===== src/moag_pkg.sv =====
// Purpose: shared constants for the memory operand address generator
// Assumes: aclk at 200 MHz, synchronous active-low reset
// Notes:   register map is the generator's own control/status window
package moag_pkg;

    // register byte offsets
    localparam logic [7:0] OFF_CTRL      = 8'h00;
    localparam logic [7:0] OFF_PAIR_TWO  = 8'h04;
    localparam logic [7:0] OFF_PAIR_THR  = 8'h08;
    localparam logic [7:0] OFF_BYTE_A    = 8'h0c;
    localparam logic [7:0] OFF_BANK      = 8'h10;
    localparam logic [7:0] OFF_STATUS    = 8'h14;

    // ctrl fields
    localparam int CTRL_BANK_LO = 0;
    localparam int CTRL_BANK_HI = 1;
    localparam int CTRL_REDUCED = 2;
    // bank register fields
    localparam int BANK_PLAIN_LSB = 0;
    localparam int BANK_SUB_LSB   = 4;

    // reset values
    localparam logic [3:0]  BANK_RST = 4'h0;
    localparam logic [15:0] PAIR_RST = 16'h0000;

    // short direct limits
    localparam logic [15:0] SADDR_LO   = 16'hfe20;
    localparam logic [15:0] SADDR_HI   = 16'hff1f;
    localparam logic [15:0] SADDRP_HI  = 16'hff1e;

    // operand mode codes
    typedef enum logic [3:0] {
        MOAG_M_IND      = 4'h0,
        MOAG_M_IND_INC  = 4'h1,
        MOAG_M_IND_DEC  = 4'h3,
        MOAG_M_BASED    = 4'h2,
        MOAG_M_IDX      = 4'h6,
        MOAG_M_RESTRICT = 4'h7,
        MOAG_M_SADDR    = 4'h5,
        MOAG_M_SADDRP   = 4'h4
    } moag_mode_e;

    // register selector codes
    localparam logic [1:0] SEL_PAIR_TWO = 2'h0;
    localparam logic [1:0] SEL_PAIR_THR = 2'h1;
    localparam logic [1:0] SEL_SP       = 2'h2;
    localparam logic [1:0] SEL_BYTE_B   = 2'h3;
    localparam logic [1:0] SEL_ACC      = 2'h2;

    typedef enum logic [1:0] {
        MOAG_ST_IDLE   = 2'b00,
        MOAG_ST_ACCESS = 2'b01,
        MOAG_ST_UPDATE = 2'b11
    } moag_state_e;

endpackage : moag_pkg


===== src/moag_regbank.sv =====
// Purpose: four banks of pointer pairs and byte registers
// Assumes: one writer at a time, software write wins over auto-update
// Notes:   bank chosen by the two bank-select flags
module moag_regbank #(
    parameter int BANKS = 4
) (
    input  wire logic        aclk,
    input  wire logic        aresetn,
    input  wire logic [1:0]  bank_sel,
    input  wire logic        sw_we,
    input  wire logic [1:0]  sw_sel,
    input  wire logic [15:0] sw_data,
    input  wire logic        upd_we,
    input  wire logic        upd_thr,
    input  wire logic [15:0] upd_data,
    output logic      [15:0] pair_two,
    output logic      [15:0] pair_thr,
    output logic      [7:0]  acc,
    output logic      [7:0]  byte_b
);
    logic [15:0] two_q [BANKS];
    logic [15:0] thr_q [BANKS];
    logic [15:0] ab_q  [BANKS];

    for (genvar g = 0; g < BANKS; g++) begin : g_bank
        always_ff @(posedge aclk) begin
            if (!aresetn) begin
                two_q[g] <= moag_pkg::PAIR_RST;
                thr_q[g] <= moag_pkg::PAIR_RST;
                ab_q[g]  <= moag_pkg::PAIR_RST;
            end else if (sw_we && bank_sel == 2'(g)) begin
                case (sw_sel)
                    moag_pkg::SEL_PAIR_TWO: two_q[g] <= sw_data;
                    moag_pkg::SEL_PAIR_THR: thr_q[g] <= sw_data;
                    default:                ab_q[g]  <= sw_data;
                endcase
            end else if (upd_we && bank_sel == 2'(g)) begin
                if (upd_thr) begin
                    thr_q[g] <= upd_data;
                end else begin
                    two_q[g] <= upd_data;
                end
            end
        end
    end

    // selected bank only
    assign pair_two = two_q[bank_sel];
    assign pair_thr = thr_q[bank_sel];
    assign acc      = ab_q[bank_sel][7:0];
    assign byte_b   = ab_q[bank_sel][15:8];
endmodule : moag_regbank


===== src/moag_top.sv =====
// Purpose: effective address generation for indirect memory operands
// Assumes: AXI4-Lite register access, one access request at a time
// Notes:   address and bank lines are registered, valid one access cycle
//
// Overview of operation
// - Plain register indirect uses the chosen pointer pair as the address.
// - Auto-increment or auto-decrement updates the pair only after the access.
// - Six indirect forms are decoded: plain, increment, decrement on either pair.
// - The restricted group accepts only plain indirect through either pair.
// - Based mode adds a zero-extended byte offset to pair two, pair three or the stack pointer.
// - Based mode drops the carry out of bit 15.
// - Indexed mode adds a 16-bit table address to acc, byte register or a pair, bytes zero-extended.
// - Indexed mode keeps only the low 16 bits of the sum.
// - Registers are read from the bank chosen by the two bank-select flags.
// - Every mode except short direct reaches the whole space via four extension bits; in the reduced variant only prefixed accesses do.
// - In the reduced variant the plain bank register reads as zero.
// - Short direct byte covers FE20H-FF1FH and pair covers FE20H-FF1EH only.
// - Without the prefix the plain bank value drives the extension lines during the access.
// - With the prefix the sub-bank value drives the extension lines during the access.
// - Bank registers hold their value until software rewrites them.
//
// Design decisions made here: the register addresses and the AXI4-Lite interface to the registers.
module moag_top (
    input  wire logic        aclk,
    input  wire logic        aresetn,
    // access request
    input  wire logic        req_valid,
    input  wire logic [3:0]  req_mode,
    input  wire logic [1:0]  req_sel,
    input  wire logic        req_sub_bank,
    input  wire logic [7:0]  req_offset,
    input  wire logic [15:0] req_word,
    input  wire logic [15:0] sp_value,
    output logic             req_ready,
    output logic             mem_valid,
    output logic [15:0]      mem_addr,
    output logic [3:0]       ext_addr,
    output logic             mem_error,
    // axi4-lite slave
    input  wire logic [7:0]  s_axi_awaddr,
    input  wire logic        s_axi_awvalid,
    output logic             s_axi_awready,
    input  wire logic [31:0] s_axi_wdata,
    input  wire logic [3:0]  s_axi_wstrb,
    input  wire logic        s_axi_wvalid,
    output logic             s_axi_wready,
    output logic [1:0]       s_axi_bresp,
    output logic             s_axi_bvalid,
    input  wire logic        s_axi_bready,
    input  wire logic [7:0]  s_axi_araddr,
    input  wire logic        s_axi_arvalid,
    output logic             s_axi_arready,
    output logic [31:0]      s_axi_rdata,
    output logic [1:0]       s_axi_rresp,
    output logic             s_axi_rvalid,
    input  wire logic        s_axi_rready
);
    moag_pkg::moag_state_e state_q;
    logic [2:0]  ctrl_q;
    logic [3:0]  plain_bank_register_q;
    logic [3:0]  sub_bank_register_q;
    logic [15:0] pair_two;
    logic [15:0] pair_thr;
    logic [7:0]  acc;
    logic [7:0]  byte_b;
    logic [15:0] base_d;
    logic [15:0] addr_d;
    logic        ok_d;
    logic        upd_thr_q;
    logic        upd_dec_q;
    logic        upd_pend_q;
    logic [15:0] upd_val;
    logic        sw_we;
    logic        aw_hold_q;
    logic        w_hold_q;
    logic [7:0]  aw_addr_q;
    logic [31:0] w_data_q;
    logic [3:0]  w_strb_q;
    logic [31:0] rd_d;
    logic        rd_ok;
    logic [3:0]  plain_eff;
    logic [7:0]  addr_hi_cnt_q;

    // reduced variant forces plain bank to zero
    assign plain_eff = ctrl_q[moag_pkg::CTRL_REDUCED] ? 4'h0 : plain_bank_register_q;

    // ---------------- register bank ----------------
    assign sw_we = aw_hold_q && w_hold_q && !s_axi_bvalid && (aw_addr_q == moag_pkg::OFF_PAIR_TWO
                   || aw_addr_q == moag_pkg::OFF_PAIR_THR || aw_addr_q == moag_pkg::OFF_BYTE_A);

    // post update wraps in 16 bits, bank bits untouched
    assign upd_val = upd_dec_q ? 16'((upd_thr_q ? pair_thr : pair_two) - 16'h0001)
                               : 16'((upd_thr_q ? pair_thr : pair_two) + 16'h0001);

    moag_regbank #(.BANKS(4)) u_bank (
        .aclk     (aclk),
        .aresetn  (aresetn),
        .bank_sel ({ctrl_q[moag_pkg::CTRL_BANK_HI], ctrl_q[moag_pkg::CTRL_BANK_LO]}),
        .sw_we    (sw_we),
        .sw_sel   (aw_addr_q == moag_pkg::OFF_PAIR_TWO ? moag_pkg::SEL_PAIR_TWO :
                   aw_addr_q == moag_pkg::OFF_PAIR_THR ? moag_pkg::SEL_PAIR_THR : moag_pkg::SEL_BYTE_B),
        .sw_data  (w_data_q[15:0]),
        .upd_we   (upd_pend_q),
        .upd_thr  (upd_thr_q),
        .upd_data (upd_val),
        .pair_two (pair_two),
        .pair_thr (pair_thr),
        .acc      (acc),
        .byte_b   (byte_b)
    );

    // ---------------- address decode ----------------
    always_comb begin
        base_d = 16'h0000;
        addr_d = 16'h0000;
        ok_d   = 1'b1;
        case (req_sel)
            moag_pkg::SEL_PAIR_TWO: base_d = pair_two;
            moag_pkg::SEL_PAIR_THR: base_d = pair_thr;
            default:                base_d = pair_two;
        endcase
        case (moag_pkg::moag_mode_e'(req_mode))
            moag_pkg::MOAG_M_IND, moag_pkg::MOAG_M_IND_INC, moag_pkg::MOAG_M_IND_DEC: begin
                // six forms: three updates by two pairs
                addr_d = base_d;
                ok_d   = req_sel[1] == 1'b0;
            end
            moag_pkg::MOAG_M_RESTRICT: begin
                addr_d = base_d;
                ok_d   = req_sel[1] == 1'b0;
            end
            moag_pkg::MOAG_M_BASED: begin
                case (req_sel)
                    moag_pkg::SEL_SP: addr_d = 16'(sp_value + {8'h00, req_offset});
                    moag_pkg::SEL_BYTE_B: ok_d = 1'b0;
                    default: addr_d = 16'(base_d + {8'h00, req_offset});
                endcase
            end
            moag_pkg::MOAG_M_IDX: begin
                // carry past bit 15 is simply dropped
                case (req_sel)
                    moag_pkg::SEL_ACC:    addr_d = 16'(req_word + {8'h00, acc});
                    moag_pkg::SEL_BYTE_B: addr_d = 16'(req_word + {8'h00, byte_b});
                    default:              addr_d = 16'(req_word + base_d);
                endcase
            end
            moag_pkg::MOAG_M_SADDR: begin
                addr_d = req_word;
                ok_d   = req_word >= moag_pkg::SADDR_LO && req_word <= moag_pkg::SADDR_HI;
            end
            moag_pkg::MOAG_M_SADDRP: begin
                addr_d = req_word;
                ok_d   = req_word >= moag_pkg::SADDR_LO && req_word <= moag_pkg::SADDRP_HI;
            end
            default: ok_d = 1'b0;
        endcase
    end

    // ---------------- access sequencer ----------------
    always_ff @(posedge aclk) begin
        if (!aresetn) begin
            state_q    <= moag_pkg::MOAG_ST_IDLE;
            req_ready  <= 1'b0;
            mem_valid  <= 1'b0;
            mem_addr   <= 16'h0000;
            ext_addr   <= 4'h0;
            mem_error  <= 1'b0;
            upd_pend_q <= 1'b0;
            upd_thr_q  <= 1'b0;
            upd_dec_q  <= 1'b0;
        end else begin
            mem_valid  <= 1'b0;
            mem_error  <= 1'b0;
            upd_pend_q <= 1'b0;
            ext_addr   <= 4'h0;
            req_ready  <= 1'b0;
            case (state_q)
                moag_pkg::MOAG_ST_IDLE: begin
                    req_ready <= 1'b1;
                    if (req_valid && req_ready) begin
                        req_ready <= 1'b0;
                        if (ok_d) begin
                            mem_valid <= 1'b1;
                            mem_addr  <= addr_d;
                            // bank lines only during the access
                            // short direct stays in the base 64k, no bank bits
                            ext_addr  <= (req_mode[3:1] == 3'b010) ? 4'h0
                                         : req_sub_bank ? sub_bank_register_q : plain_eff;
                            state_q   <= moag_pkg::MOAG_ST_ACCESS;
                            upd_thr_q <= req_sel[0];
                            upd_dec_q <= req_mode == moag_pkg::MOAG_M_IND_DEC;
                        end else begin
                            mem_error <= 1'b1;
                        end
                    end
                end
                moag_pkg::MOAG_ST_ACCESS: begin
                    // pointer changes after the access cycle
                    upd_pend_q <= req_mode == moag_pkg::MOAG_M_IND_INC
                                  || req_mode == moag_pkg::MOAG_M_IND_DEC;
                    state_q    <= moag_pkg::MOAG_ST_UPDATE;
                end
                moag_pkg::MOAG_ST_UPDATE: state_q <= moag_pkg::MOAG_ST_IDLE;
                default: state_q <= moag_pkg::MOAG_ST_IDLE;
            endcase
        end
    end

    // ---------------- axi4-lite slave ----------------
    assign rd_ok = s_axi_araddr inside {moag_pkg::OFF_CTRL, moag_pkg::OFF_PAIR_TWO, moag_pkg::OFF_PAIR_THR,
                                        moag_pkg::OFF_BYTE_A, moag_pkg::OFF_BANK, moag_pkg::OFF_STATUS};
    always_comb begin
        rd_d = 32'h0000_0000;
        case (s_axi_araddr)
            moag_pkg::OFF_CTRL:     rd_d = {29'h0, ctrl_q};
            moag_pkg::OFF_PAIR_TWO: rd_d = {16'h0, pair_two};
            moag_pkg::OFF_PAIR_THR: rd_d = {16'h0, pair_thr};
            moag_pkg::OFF_BYTE_A:   rd_d = {16'h0, byte_b, acc};
            moag_pkg::OFF_BANK:     rd_d = {24'h0, sub_bank_register_q, plain_eff};
            moag_pkg::OFF_STATUS:   rd_d = {addr_hi_cnt_q, 4'h0, ext_addr, mem_addr};
            default:                rd_d = 32'h0000_0000;
        endcase
    end

    // count of rejected operands, saturating
    always_ff @(posedge aclk) begin
        if (!aresetn) begin
            addr_hi_cnt_q <= 8'h00;
        end else if (mem_error && addr_hi_cnt_q != 8'hff) begin
            addr_hi_cnt_q <= 8'(addr_hi_cnt_q + 8'h01);
        end
    end

    always_ff @(posedge aclk) begin
        if (!aresetn) begin
            aw_hold_q     <= 1'b0;
            w_hold_q      <= 1'b0;
            aw_addr_q     <= 8'h00;
            w_data_q      <= 32'h0000_0000;
            w_strb_q      <= 4'h0;
            s_axi_awready <= 1'b0;
            s_axi_wready  <= 1'b0;
            s_axi_bvalid  <= 1'b0;
            s_axi_bresp   <= 2'b00;
        end else begin
            s_axi_awready <= !aw_hold_q && !s_axi_awready && !s_axi_bvalid;
            s_axi_wready  <= !w_hold_q && !s_axi_wready && !s_axi_bvalid;
            if (s_axi_awvalid && s_axi_awready) begin
                aw_hold_q     <= 1'b1;
                aw_addr_q     <= {s_axi_awaddr[7:2], 2'b00};
                s_axi_awready <= 1'b0;
            end
            if (s_axi_wvalid && s_axi_wready) begin
                w_hold_q     <= 1'b1;
                w_data_q     <= s_axi_wdata;
                w_strb_q     <= s_axi_wstrb;
                s_axi_wready <= 1'b0;
            end
            if (aw_hold_q && w_hold_q && !s_axi_bvalid) begin
                s_axi_bvalid <= 1'b1;
                s_axi_bresp  <= (aw_addr_q inside {moag_pkg::OFF_CTRL, moag_pkg::OFF_PAIR_TWO,
                                 moag_pkg::OFF_PAIR_THR, moag_pkg::OFF_BYTE_A, moag_pkg::OFF_BANK,
                                 moag_pkg::OFF_STATUS}) ? 2'b00 : 2'b10;
                aw_hold_q    <= 1'b0;
                w_hold_q     <= 1'b0;
            end
            if (s_axi_bvalid && s_axi_bready) begin
                s_axi_bvalid <= 1'b0;
            end
        end
    end

    // ctrl and bank registers hold until rewritten
    always_ff @(posedge aclk) begin
        if (!aresetn) begin
            ctrl_q                <= 3'h0;
            plain_bank_register_q <= moag_pkg::BANK_RST;
            sub_bank_register_q   <= moag_pkg::BANK_RST;
        end else if (aw_hold_q && w_hold_q && !s_axi_bvalid && w_strb_q[0]) begin
            if (aw_addr_q == moag_pkg::OFF_CTRL) begin
                ctrl_q <= w_data_q[2:0];
            end
            if (aw_addr_q == moag_pkg::OFF_BANK) begin
                plain_bank_register_q <= w_data_q[moag_pkg::BANK_PLAIN_LSB +: 4];
                sub_bank_register_q   <= w_data_q[moag_pkg::BANK_SUB_LSB +: 4];
            end
        end
    end

    always_ff @(posedge aclk) begin
        if (!aresetn) begin
            s_axi_arready <= 1'b0;
            s_axi_rvalid  <= 1'b0;
            s_axi_rdata   <= 32'h0000_0000;
            s_axi_rresp   <= 2'b00;
        end else begin
            s_axi_arready <= !s_axi_arready && !s_axi_rvalid;
            if (s_axi_arvalid && s_axi_arready) begin
                s_axi_arready <= 1'b0;
                s_axi_rvalid  <= 1'b1;
                s_axi_rdata   <= rd_d;
                s_axi_rresp   <= rd_ok ? 2'b00 : 2'b10;
            end else if (s_axi_rvalid && s_axi_rready) begin
                s_axi_rvalid <= 1'b0;
            end
        end
    end
endmodule : moag_top


===== config.mk =====
export PLATFORM = sky130hd
export DESIGN_NAME = moag_top
export DESIGN_NICKNAME = d
export VERILOG_FILES = /design/src/moag_pkg.sv /design/src/moag_regbank.sv /design/src/moag_top.sv
export SDC_FILE = /design/constraint.sdc
export NUM_CORES = 1
export LEC_CHECK = 0
export BUFFER_PORTS_ARGS = -buffer_cell sky130_fd_sc_hd__buf_2
export CELL_PAD_IN_SITES_DETAIL_PLACEMENT = 0
export CELL_PAD_IN_SITES_GLOBAL_PLACEMENT = 2
export CORE_ASPECT_RATIO = 1.4
export CORE_MARGIN = 2
export CORE_UTILIZATION = 36
export DETAILED_ROUTE_END_ITERATION = 16
export MAX_ROUTING_LAYER = met4
export PLACE_DENSITY_LB_ADDON = 0.05
export SETUP_SLACK_MARGIN = 0.1
export SLEW_MARGIN = 20
export SYNTH_ARGS = -nofsm -noshare
export SYNTH_HDL_FRONTEND = slang
export SYNTH_SLANG_ARGS = --single-unit

===== constraint.sdc =====
create_clock -name aclk -period 4.1 [get_ports aclk]
set_clock_uncertainty 0.1 [all_clocks]
set_input_delay 0.41 -clock aclk [delete_from_list [all_inputs] [get_ports aclk]]
set_output_delay 0.41 -clock aclk [all_outputs]
set_load 0.005 [all_outputs]

==> results list <==
- The largest total area in the synthesized netlist belongs to sky130_fd_sc_hd__edfxtp_1.
* GP Congestion: 0.854
- Total number of nets in the final design: 1878
- The flow ran to the end, and the final reports show no timing, DRC or antenna violations.
- H-Tree Depth: 2
- Most used standard cell by instance count after synthesis: sky130_fd_sc_hd__edfxtp_1
* Port Buffers: 143
* Worst setup path category: flop to flop
- Leakage power total: 7.83 nW
* Final period util: 0.958
- STA classifies the critical path startpoint as a flop.
* Netlist area before placement: 16600 µm²
- Vias in the first global route: 13200
- Of the total power, the clock network draws 0.429.
- The wire-length estimate of the detail-placed layout is 40.6 mm.
* Crit path required time: 4.29 ns
- The most used flip-flop cell after synthesis is sky130_fd_sc_hd__edfxtp_1.
* Power share of the combinational group: 0.108
- For this design the top-level I/O count stands at 171.
* Clock edge transition at the registers on the reported setup and hold paths: 0.06 ns
- Layout overhead on the synthesized area: 21.7%
- Overall via count from detail_route: 13000
* Max capacitance violation total: 0
- Across every metal layer, demand over resource in global routing totals 0.235.
- STA classifies the critical path endpoint as a flop.
- Most instantiated cells after synthesis: sky130_fd_sc_hd__edfxtp_1, sky130_fd_sc_hd__a22o_1, sky130_fd_sc_hd__nor2_1, sky130_fd_sc_hd__a21oi_1, sky130_fd_sc_hd__nand2_1
- Insertion delay of the later-clocked pin in the worst-skew pair: 0.54 ns
- The number of antenna violations at the first check in global routing came to 1.
- The routed design has 54.9 mm of wire.
- Final Hold Vio Count: 0
* Site Rows: 93
* Total power divided by cell area: 361 nW/µm²
- Setup violations remaining at the end of the flow were counted as 0.
- After detailed routing, the average wire length per cell comes to 23.2 µm.
* DR DRC count: 0
- Static timing analysis puts the maximum clock frequency at 255 MHz.
* Unrepaired setup endpoints after global routing: yes
- Chip Height: 258 µm
- Global-route wire length before repair: 81.2 mm
- Count of pins over their slew limit: 0
* Worst Reg2Reg Path Length in Cells: 12
* Hold endpoint: w_data_q[15]
- Floorplan die width: 186 µm
- In this run, synthesis inferred 192 flip-flops with an integrated enable.
- The clock passes through at most 3 buffers.
- Worst reg-to-reg setup slack: 0.17 ns
- The analysis attributes to net switching a power of 1.84 mW.
* Crit Path Max Fanout: 8
* Remaining max-slew budget at the tightest pin: 0.296
- Yosys warning total: 0
- Post-Synthesis Cells: 1505
* Post-synth top area share: 0.347
- In the post-synthesis netlist, the biggest area contributors are sky130_fd_sc_hd__edfxtp_1, sky130_fd_sc_hd__dfxtp_1, sky130_fd_sc_hd__mux4_2.
- Across the VDD grid, the largest voltage drop is 0.000287 V.
* Pin count of the biggest net entering global routing: 81
- The share of total power dissipated in sequential elements is 0.463.
- The worst hold path belongs to the class input pin to flop.
- Number of optimization iterations in the first detailed-route pass: 6
- Of the cells placed in the final design, the portion with a size suffix greater than 1 is 0.264.
- CTS tree: built
- Async SR Flop Fraction: 0
* Violation count after the first detailed-routing iteration: 731
* Core outline area: 45700 µm²
* Cell-internal power: 5.44 mW
- Clock tree synthesis found a total of 301 sinks.
- Average cell area after synthesis: 11.0 µm²
* Post-layout util: 0.442
* Actual slew at the worst max-slew pin: 1.05 ns
* Number of buffers created by CTS: 34
- Sum of negative setup slack: 0 ns
* Final min period: 3.93 ns
* Launch instance of the worst min-delay path: s_axi_wdata[15]
* Global route overflow: 0
- Data arrival, critical path: 4.12 ns
* Net Sw Frac: 0.253
* End of the worst register-to-register path: u_bank.thr_q[2][11]
* #FFs+latches synth: 301
- The worst hold path was traced through 3 stages.
* Initial standard-cell utilization of the core: 0.363
- Counting the fill cells in the layout gives 4424.
- Synthesis instantiated 69 different standard cells from the library.
* Via density per instance: 5.50
* DRT antenna net count: 0
- The floorplan step defined a die boundary enclosing 47900 µm².
- The share of the Yosys chip area taken by registers is 0.479.
- CTS Root Cell: sky130_fd_sc_hd__clkbuf_16
## registers in the layout (all words and copies together), names as in the netlist, 2 cells and up, named ones only
signal,count
addr_hi_cnt_q,8
aw_addr_q,6
ctrl_q,3
ext_addr,4
mem_addr,16
plain_bank_register_q,4
s_axi_rdata,28
state_q,2
sub_bank_register_q,4
u_bank.ab_q,64
u_bank.thr_q,64
u_bank.two_q,64
w_data_q,16
## area by class of cell
| cell class | count | area (µm²) | area share |
|---|---|---|---|
| Multi-Input combinational cell | 1078 | 8310 | 0.411 |
| Sequential cell | 301 | 7960 | 0.394 |
| Timing Repair Buffer | 294 | 1970 | 0.0977 |
| Clock buffer | 39 | 921 | 0.0456 |
| Tap cell | 617 | 772 | 0.0382 |
| Clock inverter | 21 | 206 | 0.0102 |
| Inverter | 18 | 67.6 | 0.00334 |
| Antenna cell | 1 | 2.50 | 0.000124 |
## worst max-delay path by stage
| stage | slack (ns) | start | cells past startpoint | endpoint |
|---|---|---|---|---|
| finish | 0.17 | flop | 12 | u_bank.thr_q[2][11] |
| global route | 0.02 | flop | 16 | mem_addr[11] |
| CTS | 0.07 | flop | 12 | u_bank.thr_q[1][12] |
| detailed placement | 0.04 | flop | 10 | u_bank.two_q[1][13] |
| global placement | 0.05 | flop | 10 | u_bank.thr_q[1][13] |
| floorplan | 0.08 | flop | 15 | u_bank.thr_q[2][15] |
## worst max-delay path: stages, from the launching register on
cell and delay, ns:
sky130_fd_sc_hd__dfxtp_4 0.41, sky130_fd_sc_hd__buf_4 0.14, sky130_fd_sc_hd__buf_12 0.13, sky130_fd_sc_hd__mux4_2 0.57, sky130_fd_sc_hd__mux2_2 0.30, sky130_fd_sc_hd__ha_2 0.39, sky130_fd_sc_hd__nand2_1 0.11, sky130_fd_sc_hd__or4_4 0.58
sky130_fd_sc_hd__and3_1 0.25, sky130_fd_sc_hd__o21ai_1 0.21, sky130_fd_sc_hd__xor2_2 0.09, sky130_fd_sc_hd__buf_4 0.18, sky130_fd_sc_hd__a22o_1 0.21
## cell families after synthesis
logic type | count (synthesis) | share of synthesized area
xor+xnor | 45 | 0.0242
fa+ha+maj | 44 | 0.0345
mux | 134 | 0.127
buf+inv | 131 | 0.0333
other cells | 1 | 0.000226
flops | 301 | 0.479
simple gates | 452 | 0.134
compound gates | 397 | 0.168
## repair_timing
action                     4_1_cts  5_1_grt
hold endpoints to repair        21        0
buffers inserted                 0       26
gates resized for setup          3       33
setup endpoints to repair       22       63
hold buffers                    21        0
cloned                           0        1
pin swaps                        0       16
## power groups by stage
stage                     Combinational (mW)  Sequential, mW  Clock (mW)
after floorplan                        0.470            3.40           0
after global placement                 0.752            3.43           0
after detailed placement               0.753            3.44           0
after CTS                              0.772            3.37        3.20
after global routing                   0.864            3.38        3.30
final                                  0.789            3.37        3.13
## through the flow
stage	cell area (µm²)	hold slack, ns	worst slack [ns]	total power, mW	instances
finish	20200	0.0180	0.174	7.29	2369
global route	20200	0.0145	0.0201	7.55	2369
CTS	19800	0.00235	0.0689	7.35	2341
detailed placement	18500	0.338	0.0352	4.19	2260
global placement	18500	0.337	0.0480	4.19	2260
floorplan	16700	0.322	0.0776	3.87	1510
## per-layer routing
metal  wire, µm  global-route usage  share of wire
met2      28800               0.418           0.52
met5          0                   -              0
met4       2320              0.0957          0.042
met3       2480              0.0271          0.045
met1      21300               0.266           0.39
## layout by cell type, fill, tap and decap left out, drive strengths merged, types with 5 or more instances in the layout
cell	Yosys	layout
a21o	9	9
nand3	29	29
conb	1	6
nand4	8	8
o22ai	8	8
o21a	5	5
nor3	25	25
dlygate4sd3	0	21
nand3b	7	7
and2	69	69
a22o	128	128
a22oi	10	10
or3	10	10
nand2	113	113
nand2b	22	22
a222oi	13	13
clkbuf	83	40
o211ai	10	10
xnor2	24	24
nor4	6	6
mux2	27	27
and3	11	11
inv	18	20
a221oi	9	9
edfxtp	192	192
o2111ai	5	5
a21oi	115	115
buf	30	272
ha	41	41
nor2b	8	8
nor3b	7	7
clkinv	0	13
a31oi	11	11
dfxtp	109	109
xor2	21	21
mux2i	49	49
nor2	128	128
o21ai	50	50
mux4	58	58
(Power assumes the default switching activity.)
